==> config.mk <==
export PLATFORM = sky130hd
export DESIGN_NAME = sdpsp_param_block
export DESIGN_NICKNAME = d
export VERILOG_FILES = /design/src/logic/sdpsp_pkg.sv /design/src/logic/sdpsp_edge_capture.sv /design/src/logic/sdpsp_param_block.sv
export SDC_FILE = /design/constraint.sdc
export NUM_CORES = 1
export LEC_CHECK = 0
export ABC_AREA = 0
export BUFFER_PORTS_ARGS = -buffer_cell sky130_fd_sc_hd__buf_2
export CELL_PAD_IN_SITES_DETAIL_PLACEMENT = 0
export CELL_PAD_IN_SITES_GLOBAL_PLACEMENT = 1
export CORE_MARGIN = 5
export CORE_UTILIZATION = 39
export DETAILED_ROUTE_END_ITERATION = 10
export GPL_TIMING_DRIVEN = 0
export PLACE_DENSITY = 0.87
export REMOVE_ABC_BUFFERS = 1
export SYNTH_ARGS = -nofsm -noshare
export SYNTH_HDL_FRONTEND = slang
export SYNTH_SLANG_ARGS = --single-unit
export TNS_END_PERCENT = 30
==> constraint.sdc <==
create_clock -name core_clk -period 4.15 [get_ports core_clk]
set_input_delay 0.6225 -clock core_clk [delete_from_list [all_inputs] [get_ports core_clk]]
set_output_delay 0.6225 -clock core_clk [all_outputs]
set_load 0.005 [all_outputs]
==> src/logic/sdpsp_pkg.sv <==
// Purpose: Shared constants and carrier types for the servo drive parameter, status and probe block.
// Assumes: One clock at 125 MHz; the service channel delivers one parameter access at a time.
// Notes: Parameter numbers are the ring parameter numbers; the service channel addresses by them.
package sdpsp_pkg;

  // ----------------------------------------------------------------
  // Parameter numbers
  // ----------------------------------------------------------------
  localparam logic [15:0] PN_TORQUE_THR   = 16'h007E;
  localparam logic [15:0] PN_P3_CHECK     = 16'h007F;
  localparam logic [15:0] PN_P4_CHECK     = 16'h0080;
  localparam logic [15:0] PN_VENDOR_FAULT = 16'h0081;
  localparam logic [15:0] PN_P1_RISE      = 16'h0082;
  localparam logic [15:0] PN_P1_FALL      = 16'h0083;
  localparam logic [15:0] PN_P2_RISE      = 16'h0084;
  localparam logic [15:0] PN_P2_FALL      = 16'h0085;
  localparam logic [15:0] PN_MASTER_CTRL  = 16'h0086;
  localparam logic [15:0] PN_DRIVE_STAT   = 16'h0087;
  localparam logic [15:0] PN_ACCEL_LIMIT  = 16'h008A;
  localparam logic [15:0] PN_C1_RESET     = 16'h0063;

  // ----------------------------------------------------------------
  // Ranges and reset values
  // ----------------------------------------------------------------
  localparam logic [15:0] TORQUE_THR_MAX   = 16'h2710;
  localparam logic [15:0] TORQUE_THR_RST   = 16'h0000;
  localparam logic [31:0] ACCEL_LIMIT_MAX  = 32'h017D7840;
  localparam logic [31:0] ACCEL_LIMIT_RST  = 32'h017D7840;
  localparam logic [15:0] PROC_RST         = 16'h0000;
  localparam logic [15:0] PROC_EXECUTE     = 16'h0003;
  localparam logic [31:0] CAPTURE_RST      = 32'h00000000;

  // ----------------------------------------------------------------
  // Field positions
  // ----------------------------------------------------------------
  localparam int C3_STANDSTILL_BIT = 0;
  localparam int C3_BELOW_NX_BIT   = 1;
  localparam int C3_TORQUE_BIT     = 2;
  localparam int FAULT_USED_BITS   = 7;
  localparam int FAULT_SYNC_BIT    = 0;
  localparam int FAULT_MEMLOSS_BIT = 1;
  localparam int FAULT_IONET_BIT   = 2;
  localparam int FAULT_REGEN_BIT   = 3;
  localparam int FAULT_PWRBRD_BIT  = 4;
  localparam int FAULT_PWRMOD_BIT  = 5;
  localparam int FAULT_CYCLE_BIT   = 6;

  // ----------------------------------------------------------------
  // Modes and carriers
  // ----------------------------------------------------------------
  typedef enum logic [2:0] {
    PHASE0 = 3'h0, PHASE1 = 3'h1, PHASE2 = 3'h2, PHASE3 = 3'h3, PHASE4 = 3'h4
  } sdpsp_phase_t;

  typedef struct packed {
    logic        valid;
    logic        write;
    logic [15:0] param;
    logic [31:0] wdata;
  } sdpsp_req_t;

  typedef struct packed {
    logic        valid;
    logic        err;
    logic [31:0] rdata;
  } sdpsp_rsp_t;

  typedef struct packed {
    logic active;
    logic done;
    logic error;
  } sdpsp_proc_t;

endpackage : sdpsp_pkg

==> src/logic/sdpsp_edge_capture.sv <==
// Purpose: Latches a position value on each rising and each falling edge of one probe input.
// Assumes: The probe input is synchronous to the clock.
// Notes: The captures hold until the next edge of the same kind.
`timescale 1ns/100ps
module sdpsp_edge_capture #(
  parameter int WIDTH = 32
) (
  input  wire logic             core_clk,
  input  wire logic             arst_n,
  input  wire logic             probe,
  input  wire logic [WIDTH-1:0] position,
  output logic      [WIDTH-1:0] rise_capture,
  output logic      [WIDTH-1:0] fall_capture
);

  if (WIDTH < 1 || WIDTH > 32) begin : g_width_check
    $error("sdpsp_edge_capture: WIDTH must be 1 to 32");
  end

  logic probe_reg;
  wire  rise_hit = probe & ~probe_reg;
  wire  fall_hit = ~probe & probe_reg;

  always_ff @(posedge core_clk or negedge arst_n) begin
    if (!arst_n) begin
      probe_reg    <= 1'b0;
      rise_capture <= WIDTH'(sdpsp_pkg::CAPTURE_RST);
      fall_capture <= WIDTH'(sdpsp_pkg::CAPTURE_RST);
    end else begin
      probe_reg <= probe;
      if (rise_hit) begin
        rise_capture <= position;
      end
      if (fall_hit) begin
        fall_capture <= position;
      end
    end
  end

endmodule : sdpsp_edge_capture

==> src/logic/sdpsp_param_block.sv <==
// Purpose: Parameter bank, status flags, fault latch, readiness checks, probe capture and acceleration clamp.
// Assumes: One service channel access at a time; the communication phase comes from the ring logic.
// Notes: Answers come one clock after the request; every refused write leaves storage unchanged.
`timescale 1ns/100ps
module sdpsp_param_block (
  input  wire logic                  core_clk,
  input  wire logic                  arst_n,
  input  wire sdpsp_pkg::sdpsp_req_t svc_req,
  output sdpsp_pkg::sdpsp_rsp_t      svc_rsp,
  input  wire logic [2:0]            comm_phase,
  input  wire logic                  p3_params_loaded,
  input  wire logic                  p4_params_loaded,
  output sdpsp_pkg::sdpsp_proc_t     p3_check_status,
  output sdpsp_pkg::sdpsp_proc_t     p4_check_status,
  input  wire logic [15:0]           torque_feedback,
  input  wire logic                  vel_standstill,
  input  wire logic                  vel_below_nx,
  output logic      [15:0]           class3_status_word,
  input  wire logic [6:0]            fault_condition,
  output logic                       class1_vendor_error,
  input  wire logic                  probe1_in,
  input  wire logic                  probe2_in,
  input  wire logic                  probe_source_sel,
  input  wire logic [31:0]           motor_position,
  input  wire logic [31:0]           external_position,
  input  wire logic [15:0]           master_control_word,
  input  wire logic [15:0]           drive_status_word,
  input  wire logic [31:0]           accel_command,
  output logic      [31:0]           accel_clamped
);

  // ----------------------------------------------------------------
  // Stored parameters
  // ----------------------------------------------------------------
  logic [15:0] torque_threshold_level_reg;
  logic [15:0] phase3_readiness_check_cmd_reg;
  logic [15:0] phase4_readiness_check_cmd_reg;
  logic [15:0] vendor_fault_flags_reg;
  logic [15:0] vendor_fault_flags_next;
  logic [31:0] accel_limit_symmetric_reg;
  logic [31:0] probe1_rise_capture;
  logic [31:0] probe1_fall_capture;
  logic [31:0] probe2_rise_capture;
  logic [31:0] probe2_fall_capture;

  // ----------------------------------------------------------------
  // Request decode
  // ----------------------------------------------------------------
  wire logic in_p2  = (comm_phase == 3'(sdpsp_pkg::PHASE2));
  wire logic in_p3  = (comm_phase == 3'(sdpsp_pkg::PHASE3));
  wire logic in_p4  = (comm_phase == 3'(sdpsp_pkg::PHASE4));
  wire logic in_p234 = in_p2 | in_p3 | in_p4;
  wire logic do_wr  = svc_req.valid & svc_req.write;
  wire logic do_rd  = svc_req.valid & ~svc_req.write;

  wire logic hit_thr   = (svc_req.param == sdpsp_pkg::PN_TORQUE_THR);
  wire logic hit_p3    = (svc_req.param == sdpsp_pkg::PN_P3_CHECK);
  wire logic hit_p4    = (svc_req.param == sdpsp_pkg::PN_P4_CHECK);
  wire logic hit_fault = (svc_req.param == sdpsp_pkg::PN_VENDOR_FAULT);
  wire logic hit_p1r   = (svc_req.param == sdpsp_pkg::PN_P1_RISE);
  wire logic hit_p1f   = (svc_req.param == sdpsp_pkg::PN_P1_FALL);
  wire logic hit_p2r   = (svc_req.param == sdpsp_pkg::PN_P2_RISE);
  wire logic hit_p2f   = (svc_req.param == sdpsp_pkg::PN_P2_FALL);
  wire logic hit_mcw   = (svc_req.param == sdpsp_pkg::PN_MASTER_CTRL);
  wire logic hit_dsw   = (svc_req.param == sdpsp_pkg::PN_DRIVE_STAT);
  wire logic hit_acc   = (svc_req.param == sdpsp_pkg::PN_ACCEL_LIMIT);
  wire logic hit_c1rst = (svc_req.param == sdpsp_pkg::PN_C1_RESET);

  wire logic hit_ro = hit_fault | hit_p1r | hit_p1f | hit_p2r | hit_p2f | hit_mcw | hit_dsw;
  wire logic hit_rw = hit_thr | hit_p3 | hit_p4 | hit_acc;
  wire logic hit_any = hit_ro | hit_rw | hit_c1rst;

  // Write windows per parameter: thresholds and limits in phases 2-4, checks only in the phase they leave.
  wire logic thr_ok   = in_p234 & (svc_req.wdata[31:16] == 16'h0000)
                      & (svc_req.wdata[15:0] <= sdpsp_pkg::TORQUE_THR_MAX);
  wire logic acc_ok   = in_p234 & (svc_req.wdata <= sdpsp_pkg::ACCEL_LIMIT_MAX);
  wire logic p3_ok    = in_p2 & (svc_req.wdata[31:16] == 16'h0000);
  wire logic p4_ok    = in_p3 & (svc_req.wdata[31:16] == 16'h0000);

  wire logic wr_thr   = do_wr & hit_thr & thr_ok;
  wire logic wr_acc   = do_wr & hit_acc & acc_ok;
  wire logic wr_p3    = do_wr & hit_p3 & p3_ok;
  wire logic wr_p4    = do_wr & hit_p4 & p4_ok;
  wire logic c1_reset = do_wr & hit_c1rst;

  wire logic wr_refused = do_wr & ((hit_ro)
                                 | (hit_thr & ~thr_ok)
                                 | (hit_acc & ~acc_ok)
                                 | (hit_p3 & ~p3_ok)
                                 | (hit_p4 & ~p4_ok)
                                 | ~hit_any);
  wire logic rd_refused = do_rd & (~(hit_ro | hit_rw));

  // ----------------------------------------------------------------
  // Read multiplexer
  // ----------------------------------------------------------------
  wire logic [31:0] rd_mux =
      hit_thr   ? {16'h0000, torque_threshold_level_reg} :
      hit_p3    ? {16'h0000, phase3_readiness_check_cmd_reg} :
      hit_p4    ? {16'h0000, phase4_readiness_check_cmd_reg} :
      hit_fault ? {16'h0000, vendor_fault_flags_reg} :
      hit_p1r   ? probe1_rise_capture :
      hit_p1f   ? probe1_fall_capture :
      hit_p2r   ? probe2_rise_capture :
      hit_p2f   ? probe2_fall_capture :
      hit_mcw   ? {16'h0000, master_control_word} :
      hit_dsw   ? {16'h0000, drive_status_word} :
      hit_acc   ? accel_limit_symmetric_reg :
      32'h00000000;

  always_ff @(posedge core_clk or negedge arst_n) begin
    if (!arst_n) begin
      svc_rsp <= '0;
    end else begin
      svc_rsp.valid <= svc_req.valid;
      svc_rsp.err   <= wr_refused | rd_refused;
      svc_rsp.rdata <= do_rd ? rd_mux : 32'h00000000;
    end
  end

  // ----------------------------------------------------------------
  // Writable parameters
  // ----------------------------------------------------------------
  always_ff @(posedge core_clk or negedge arst_n) begin
    if (!arst_n) begin
      torque_threshold_level_reg     <= sdpsp_pkg::TORQUE_THR_RST;
      accel_limit_symmetric_reg      <= sdpsp_pkg::ACCEL_LIMIT_RST;
      phase3_readiness_check_cmd_reg <= sdpsp_pkg::PROC_RST;
      phase4_readiness_check_cmd_reg <= sdpsp_pkg::PROC_RST;
    end else begin
      if (wr_thr) begin
        torque_threshold_level_reg <= svc_req.wdata[15:0];
      end
      if (wr_acc) begin
        accel_limit_symmetric_reg <= svc_req.wdata;
      end
      if (wr_p3) begin
        phase3_readiness_check_cmd_reg <= svc_req.wdata[15:0];
      end
      if (wr_p4) begin
        phase4_readiness_check_cmd_reg <= svc_req.wdata[15:0];
      end
    end
  end

  // ----------------------------------------------------------------
  // Readiness checks
  // ----------------------------------------------------------------
  // The check is evaluated once per execute write so a later change of the loaded flag
  // does not rewrite an acknowledgment the master may already have read.
  wire logic p3_exec = wr_p3 & (svc_req.wdata[15:0] == sdpsp_pkg::PROC_EXECUTE);
  wire logic p4_exec = wr_p4 & (svc_req.wdata[15:0] == sdpsp_pkg::PROC_EXECUTE);

  always_ff @(posedge core_clk or negedge arst_n) begin
    if (!arst_n) begin
      p3_check_status <= '0;
      p4_check_status <= '0;
    end else begin
      if (p3_exec) begin
        p3_check_status.active <= 1'b1;
        p3_check_status.done   <= p3_params_loaded;
        p3_check_status.error  <= ~p3_params_loaded;
      end else if (wr_p3) begin
        p3_check_status <= '0;
      end
      if (p4_exec) begin
        p4_check_status.active <= 1'b1;
        p4_check_status.done   <= p4_params_loaded;
        p4_check_status.error  <= ~p4_params_loaded;
      end else if (wr_p4) begin
        p4_check_status <= '0;
      end
    end
  end

  // ----------------------------------------------------------------
  // Class 3 status word
  // ----------------------------------------------------------------
  wire logic torque_reached = (torque_feedback > torque_threshold_level_reg);

  always_ff @(posedge core_clk or negedge arst_n) begin
    if (!arst_n) begin
      class3_status_word <= 16'h0000;
    end else begin
      class3_status_word <= 16'h0000;
      class3_status_word[sdpsp_pkg::C3_STANDSTILL_BIT] <= vel_standstill;
      class3_status_word[sdpsp_pkg::C3_BELOW_NX_BIT]   <= vel_below_nx;
      class3_status_word[sdpsp_pkg::C3_TORQUE_BIT]     <= torque_reached;
    end
  end

  // ----------------------------------------------------------------
  // Vendor fault latch
  // ----------------------------------------------------------------
  // A bit clears only with a reset command while its own condition is gone; a condition
  // present in the reset cycle keeps the bit set.
  always_comb begin
    vendor_fault_flags_next = vendor_fault_flags_reg;
    for (int i = 0; i < sdpsp_pkg::FAULT_USED_BITS; i++) begin
      if (fault_condition[i]) begin
        vendor_fault_flags_next[i] = 1'b1;
      end else if (c1_reset) begin
        vendor_fault_flags_next[i] = 1'b0;
      end
    end
    vendor_fault_flags_next[15:sdpsp_pkg::FAULT_USED_BITS] = '0;
  end

  always_ff @(posedge core_clk or negedge arst_n) begin
    if (!arst_n) begin
      vendor_fault_flags_reg <= 16'h0000;
      class1_vendor_error    <= 1'b0;
    end else begin
      vendor_fault_flags_reg <= vendor_fault_flags_next;
      class1_vendor_error    <= |vendor_fault_flags_next;
    end
  end

  // ----------------------------------------------------------------
  // Probe capture
  // ----------------------------------------------------------------
  wire logic [31:0] probe_position = probe_source_sel ? external_position : motor_position;

  sdpsp_edge_capture #(
    .WIDTH        (32)
  ) u_probe1 (
    .core_clk     (core_clk),
    .arst_n       (arst_n),
    .probe        (probe1_in),
    .position     (probe_position),
    .rise_capture (probe1_rise_capture),
    .fall_capture (probe1_fall_capture)
  );

  sdpsp_edge_capture #(
    .WIDTH        (32)
  ) u_probe2 (
    .core_clk     (core_clk),
    .arst_n       (arst_n),
    .probe        (probe2_in),
    .position     (probe_position),
    .rise_capture (probe2_rise_capture),
    .fall_capture (probe2_fall_capture)
  );

  // ----------------------------------------------------------------
  // Acceleration clamp
  // ----------------------------------------------------------------
  // The limit never exceeds 2^31-1, so its negation is always representable.
  wire logic signed [31:0] acc_cmd_s = $signed(accel_command);
  wire logic signed [31:0] acc_lim_s = $signed(accel_limit_symmetric_reg);
  wire logic signed [31:0] acc_neg_s = -acc_lim_s;
  wire logic [31:0] acc_sel = (acc_cmd_s > acc_lim_s) ? accel_limit_symmetric_reg :
                              (acc_cmd_s < acc_neg_s) ? 32'(acc_neg_s) : accel_command;

  always_ff @(posedge core_clk or negedge arst_n) begin
    if (!arst_n) begin
      accel_clamped <= 32'h00000000;
    end else begin
      accel_clamped <= acc_sel;
    end
  end

endmodule : sdpsp_param_block

After elaboration in Yosys (flattened, before gate mapping)
Cells that the tools add are included.
{"block": "op_classes", "bitwise_logic": 60, "n_addsub": 1, "n_eq_ne": 16, "n_mux": 33, "n_reduce_logical": 4, "order_cmp": 5}
{"operator": "two-way mux 32 bit", "n": 15}
{"operator": "== test 16 x 8 -> 1 bit, second input constant", "n": 9}
{"operator": "== test 16 x 7 -> 1 bit, second input constant", "n": 3}
{"operator": "> comparator 32 bit", "n": 1}
{"operator": "<= comparator 32 x 25 -> 1 bit, second input constant", "n": 1}
{"operator": "< comparator 32 bit", "n": 1}
{"operator": "negation 32 bit", "n": 1}
{"operator": "AND 1 bit", "n": 28}
{"operator": "bitwise OR 1 bit", "n": 19}
{"operator": "== test 16 x 2 -> 1 bit, second input constant", "n": 1}
{"operator": "> comparator 16 bit", "n": 1}
{"operator": "<= comparator 16 x 14 -> 1 bit, second input constant", "n": 1}
{"operator": "zero test 16 bit", "n": 1}
{"operator": "two-way mux 1 bit", "n": 14}
{"operator": "inverter 1 bit", "n": 13}
{"operator": "two-way mux 3 bit", "n": 4}
{"operator": "OR reduction 7 bit", "n": 1}
{"operator": "== test 3 x 2 -> 1 bit, second input constant", "n": 2}
{"operator": "nonzero test 2 bit", "n": 2}
{"operator": "== test 3 bit, second input constant", "n": 1}
{"block": "word_totals", "wordCells": 142, "reg_bits": 293}

Depth between registers and ports, before layout
{"block": "depth", "depth_word": 14, "depth_mapped": 19}

Hierarchy
A second synthesis with hierarchy kept.
{"block": "hier_totals", "cells_unflattened": 1414, "hier_area_um2": 16375.7}
{"module": "sdpsp_param_block", "area_each_um2": 11123.2, "cells_per_inst": 1136, "seq_area_each_um2": 4093.9, "n_inst": 1}
{"module": "sdpsp_edge_capture", "area_each_um2": 2626.3, "cells_per_inst": 139, "seq_area_each_um2": 1626.6, "n_inst": 2}

Worst setup path before layout
Ideal clock, no wire load.
{"block": "synth_path", "path_type": "flip-flop to flip-flop", "from": "register accel_limit_symmetric_reg[1] (netlist: acc_lim_s[1])", "to": "register accel_clamped[19]", "path_slack_ps": -427, "t_arrival_ps": 4456, "path_stages_with_launch": 19, "path_buffers": 3, "setup_ps": 121, "required_ps": 4029, "path_cell_list": "dfrtp_1 -> inv_1 -> ha_1 -> and3_1 -> clkbuf_1 -> nand3_1 -> or3_1 -> clkbuf_1 -> or3_1 -> xnor2_1 -> ha_1 -> nand4_1 -> a21oi_1 -> a2111oi_2 -> xor2_1 -> nor2_1 -> clkbuf_1 -> mux2_2 -> o22a_1"}
{"block": "synth_between", "elab_chain_cells": 4}
{"item": "from (decl)", "line": "sdpsp_param_block.sv:40", "source": "logic [31:0] accel_limit_symmetric_reg;"}
{"item": "from (signal assigned)", "line": "sdpsp_param_block.sv:127", "source": "accel_limit_symmetric_reg <= sdpsp_pkg::ACCEL_LIMIT_RST;"}
{"item": "from (signal assigned)", "line": "sdpsp_param_block.sv:135", "source": "accel_limit_symmetric_reg <= svc_req.wdata;"}
{"item": "negation 32 bit", "line": "sdpsp_param_block.sv:252", "source": "wire logic signed [31:0] acc_neg_s = -acc_lim_s;"}
{"item": "< comparator 32 bit", "line": "sdpsp_param_block.sv:254", "source": "(acc_cmd_s < acc_neg_s) ? 32'(acc_neg_s) : accel_command;"}
{"item": "two-way mux 32 bit", "line": "sdpsp_param_block.sv:254"}
{"item": "two-way mux 32 bit *", "line": "sdpsp_param_block.sv:253", "source": "wire logic [31:0] acc_sel = (acc_cmd_s > acc_lim_s) ? accel_limit_symmetric_reg :"}
{"item": "named net acc_sel[19]", "line": "sdpsp_param_block.sv:253"}
{"item": "to (signal assigned)", "line": "sdpsp_param_block.sv:260", "source": "accel_clamped <= acc_sel;"}
{"item": "to (decl)", "line": "sdpsp_param_block.sv:29", "source": "output logic [31:0] accel_clamped"}
The timed path passes the listed nets; every way through them passes the cells marked *.
A chain may end at the register's enable or synchronous reset.

Worst setup path in the final report
{"block": "layout_path", "from": "register accel_limit_symmetric_reg[1] (netlist: acc_lim_s[1])", "to": "register accel_clamped[20]"}
The elaborated chain is that of the path after synthesis.

==> out/results.txt <==
WP buf/inv: 2
Top reg by flops: svc_rsp
GRT met3 Usage: 5.317%
routability cong.: 0.9054
wire per inst: 21.80 µm
CP arrival: 4.61 ns
CTS tree: done
Switching Share: 25.13%
GR Util met1: 29.56%
failing checks: max-capacitance violations, negative setup slack
crit-path leading delay family: simple AND/OR/NAND/NOR gates
Worst slew margin: 3.703%
crit-path max FO: 12
post-synthesis simple-gate area fraction: 13.12%
row count: 73
GRT Resource Usage Total: 22.99%
Leak Pwr: 9.219 nW
switching pwr: 0.001785 W
reg-to-reg slack, setup: -0.05 ns
vias in the first global route: 13490
Vias: 13630
Port Buffer Count: 288
# setup viols final: 18
# Max-Cap Violations: 1
WP data required: 4.56 ns
Post-Synth XOR/XNOR Area: 1.500%
CTS Hold Bufs: 0
commonest non-fill, non-tap cell in the layout: buf_2
top cell type's share of synthesized area: 44.60%
largest family of logic cells by synthesized area: compound AO/OA/AOI/OAI gates
H-tree depth: 2
complex-gate fraction of the synthesized area: 16.27%
slew at the pin closest to its max-slew limit: 1.437 ns
die height: 211.1 µm
largest net degree at the start of global routing: 123
Final Cycle Share: 101.2%
total grt overflow: 0
Via density: 5.619
internal power: 0.005317 W
Reg-to-Reg End: accel_clamped[20]$_DFF_PN0_
r2r startpoint: acc_lim_s[1]$_DFFE_PN0P_
endpoints failing hold: 0
initial antenna violation count: 12
commonest cells after routing, fill and taps aside: buf_2 (287), dfrtp_1 (274), nand2_1 (218)
synthesis-stage register bit count: 293
final cell count without fillers: 2425
maximum vdd drop: 0.2250 mV
Die ar.: 44550 µm²
RSZ-0062 raised after global routing: true
CP dominant cell by count: or3_4
Setup WS post-layout: -0.05049 ns
Seq/Total Area, Yosys: 46.60%
drt pass-1 iters: 6
post-DP HPWL: 39000 µm
Final Skew: 0.01102 ns
Area contributors post-synth: dfrtp_1 (45%), ha_1 (6.3%), mux2_2 (6.1%), o21ai_0 (5.5%), nand2_1 (5.2%)
CTS Buf Count: 34
f_max: 238.1 MHz
Comb pwr share: 11.3%
R2R depth: 16
Reg clk slew, reported paths: 0.06 ns
clock root buffer: clkbuf_16
Routed WL: 52880 µm
share of cells above drive strength 1: 30.04%
Mapped Area: 15770 µm²
Unique masters post-synth: 67
core area: 39820 µm²
Ys Warns: 0
critical path startpoint category: register
Placed Instances: 2328
Slew Limit Fails: 0
GRT Max-Usage Layer: met2
# IOs: 302
first-pass GRT wire length: 78790 µm
Top FF cell, synth: dfrtp_1
Final Critical Period: 4.200 ns
Sequential Power Share: 44.4%
ANT nets after route: 0
clock share of power: 44.2%
die width: 211.1 µm
FFs w/ async S/R, synth: 100.0%
Mapped Cells: 1592
Filler Cells Inserted: 3751
PwrDens: 362.8 nW/µm²
Initial Util: 39.59%
number of synthesized flops with an enable pin: 0
setup_tns: -0.4683 ns
number of flip-flops in the largest register: 34
mux cell area share after synthesis: 11.47%
critical path type: register to register
crit path cell chain: inv_1 -> ha_4 -> and3_4 -> nand3_4 -> or3_4 -> or3_4 -> xnor2_1 -> ha_1 -> nand4_1 -> a21oi_2 -> a2111oi_4 -> xor2_2 -> nor2_4 -> buf_12 -> mux2_2 -> o22a_1
Area Growth Syn to Fin: 24.13%
outcome: finished with violations
slowest stage cell on the critical path: dfrtp_2
CP peak stage delay: 0.41 ns
met2 usage: 37.23%
min-delay worst type: input port to asynchronous set/reset pin
Iteration-0 DRC Markers: 1054
adder-cell share of the synthesized area: 6.348%
NumNets Final: 2162
clk sinks: 293
CTS max path bufs: 3
largest area contributor in the netlist: dfrtp_1
critical path capture point type: register
synthesized area per cell: 9.904 µm²
later-pin clock latency in the skew report: 0.54 ns
DRC: 0
==> cell type report <==
class	instances	area (µm²)	area share, %
Antenna cell	6	15.01	0.07671
Clock buffer	49	1039	5.306
Clock inverter	12	145.1	0.7415
Inverter	69	259.0	1.323
Multi-Input combinational cell	1135	8078	41.27
Sequential cell	293	7356	37.58
Tap cell	525	656.9	3.356
Timing Repair Buffer	336	2024	10.34
==> cell usage after synthesis (7+ instances only) <==
| library cell | instances |
|---|---|
| dfstp_2 | 12 |
| a21o_1 | 11 |
| o31ai_1 | 10 |
| ha_1 | 80 |
| mux2i_1 | 51 |
| and3_1 | 9 |
| dfrtp_1 | 281 |
| nor4_1 | 21 |
| a221oi_1 | 16 |
| mux2_2 | 86 |
| o22a_1 | 13 |
| nor3_1 | 36 |
| inv_1 | 69 |
| a222oi_1 | 14 |
| a31oi_1 | 24 |
| nand2b_1 | 20 |
| nor2_1 | 61 |
| nand3_1 | 31 |
| nand2_1 | 218 |
| nand4_1 | 15 |
| a21oi_1 | 65 |
| clkbuf_1 | 73 |
| buf_1 | 13 |
| xnor2_1 | 25 |
| buf_4 | 13 |
| o21ai_0 | 172 |
| buf_2 | 7 |
| or3_1 | 8 |
| a211oi_1 | 12 |
| a22oi_1 | 37 |
| mux2_4 | 19 |
==> power groups by stage <==
| stage | logic [W] | clock network [W] | registers [W] |
|---|---|---|---|
| 6_report | 0.000806 | 0.00314 | 0.00315 |
| 5_1_grt | 0.000905 | 0.00330 | 0.00318 |
| 4_1_cts | 0.000799 | 0.00320 | 0.00315 |
| 3_5_place_dp | 0.000765 | 0 | 0.00320 |
| 3_3_place_gp | 0.000725 | 0 | 0.00319 |
| 2_1_floorplan | 0.000369 | 0 | 0.00318 |
==> how the worst max path moves through the flow <==
stage,startpoint,endpoint,slack (ns),depth (start not counted)
floorplan,acc_lim_s[1]$_DFFE_PN0P_,accel_clamped[12]$_DFF_PN0_,-1.65,15
global placement,svc_req[45],acc_lim_s[7]$_DFFE_PN0P_,-3.86,6
detailed placement,acc_lim_s[1]$_DFFE_PN0P_,accel_clamped[23]$_DFF_PN0_,-1.48,16
CTS,acc_lim_s[10]$_DFFE_PN0P_,accel_clamped[23]$_DFF_PN0_,0.005,14
global route,acc_lim_s[5]$_DFFE_PN0P_,accel_clamped[13]$_DFF_PN0_,-0.18,17
finish,acc_lim_s[1]$_DFFE_PN0P_,accel_clamped[20]$_DFF_PN0_,-0.05,16
==> worst register-to-register path, cell delays in order, from the launching register on <==
cell	delay, ns
dfrtp_2	0.41
inv_1	0.16
ha_4	0.19
and3_4	0.24
nand3_4	0.12
or3_4	0.40
or3_4	0.41
xnor2_1	0.14
ha_1	0.30
nand4_1	0.13
a21oi_2	0.07
a2111oi_4	0.37
xor2_2	0.20
nor2_4	0.18
buf_12	0.18
mux2_2	0.35
o22a_1	0.22
==> kinds of logic after synthesis <==
group / Yosys count
and+or+nand+nor: 447
AOI/OAI and AO/OA: 409
DFF: 293
buffers and inverters: 177
muxes: 158
adders and majority gates: 80
xor gates and xnor gates: 27
other: 1
==> stage by stage <==
stage / total power (W) / setup WS (ns) / cell area [µm²] / util (%) / hold slack (ns)
final: 0.007102 / -0.05049 / 19570 / 49.15 / 0.04431
after global routing: 0.007382 / -0.1820 / 19570 / 49.15 / 0.1102
after CTS: 0.007156 / 0.004734 / 19370 / 48.64 / 0.08429
after detailed placement: 0.003968 / -1.481 / 17850 / 44.83 / 0.4669
after global placement: 0.003919 / -3.863 / 17430 / 43.78 / 0.4564
after floorplan: 0.003554 / -1.650 / 15330 / - / 0.3269
==> per-layer routing <==
metal / vias up / wire (µm)
met5: - / 68
met4: 12 / 2266
met3: 131 / 4022
met2: 544 / 24910
met1: 6666 / 21610
li1: 6274 / -
==> repair_timing <==
item                                    in CTS  in global routing
resized for setup                           36                 21
buffers inserted                            14                 14
endpoints found under the setup margin      42                 32
gates cloned                                 2                  0
pin swaps                                    9                  9
No activity file was read; power rests on OpenSTA's default activity.
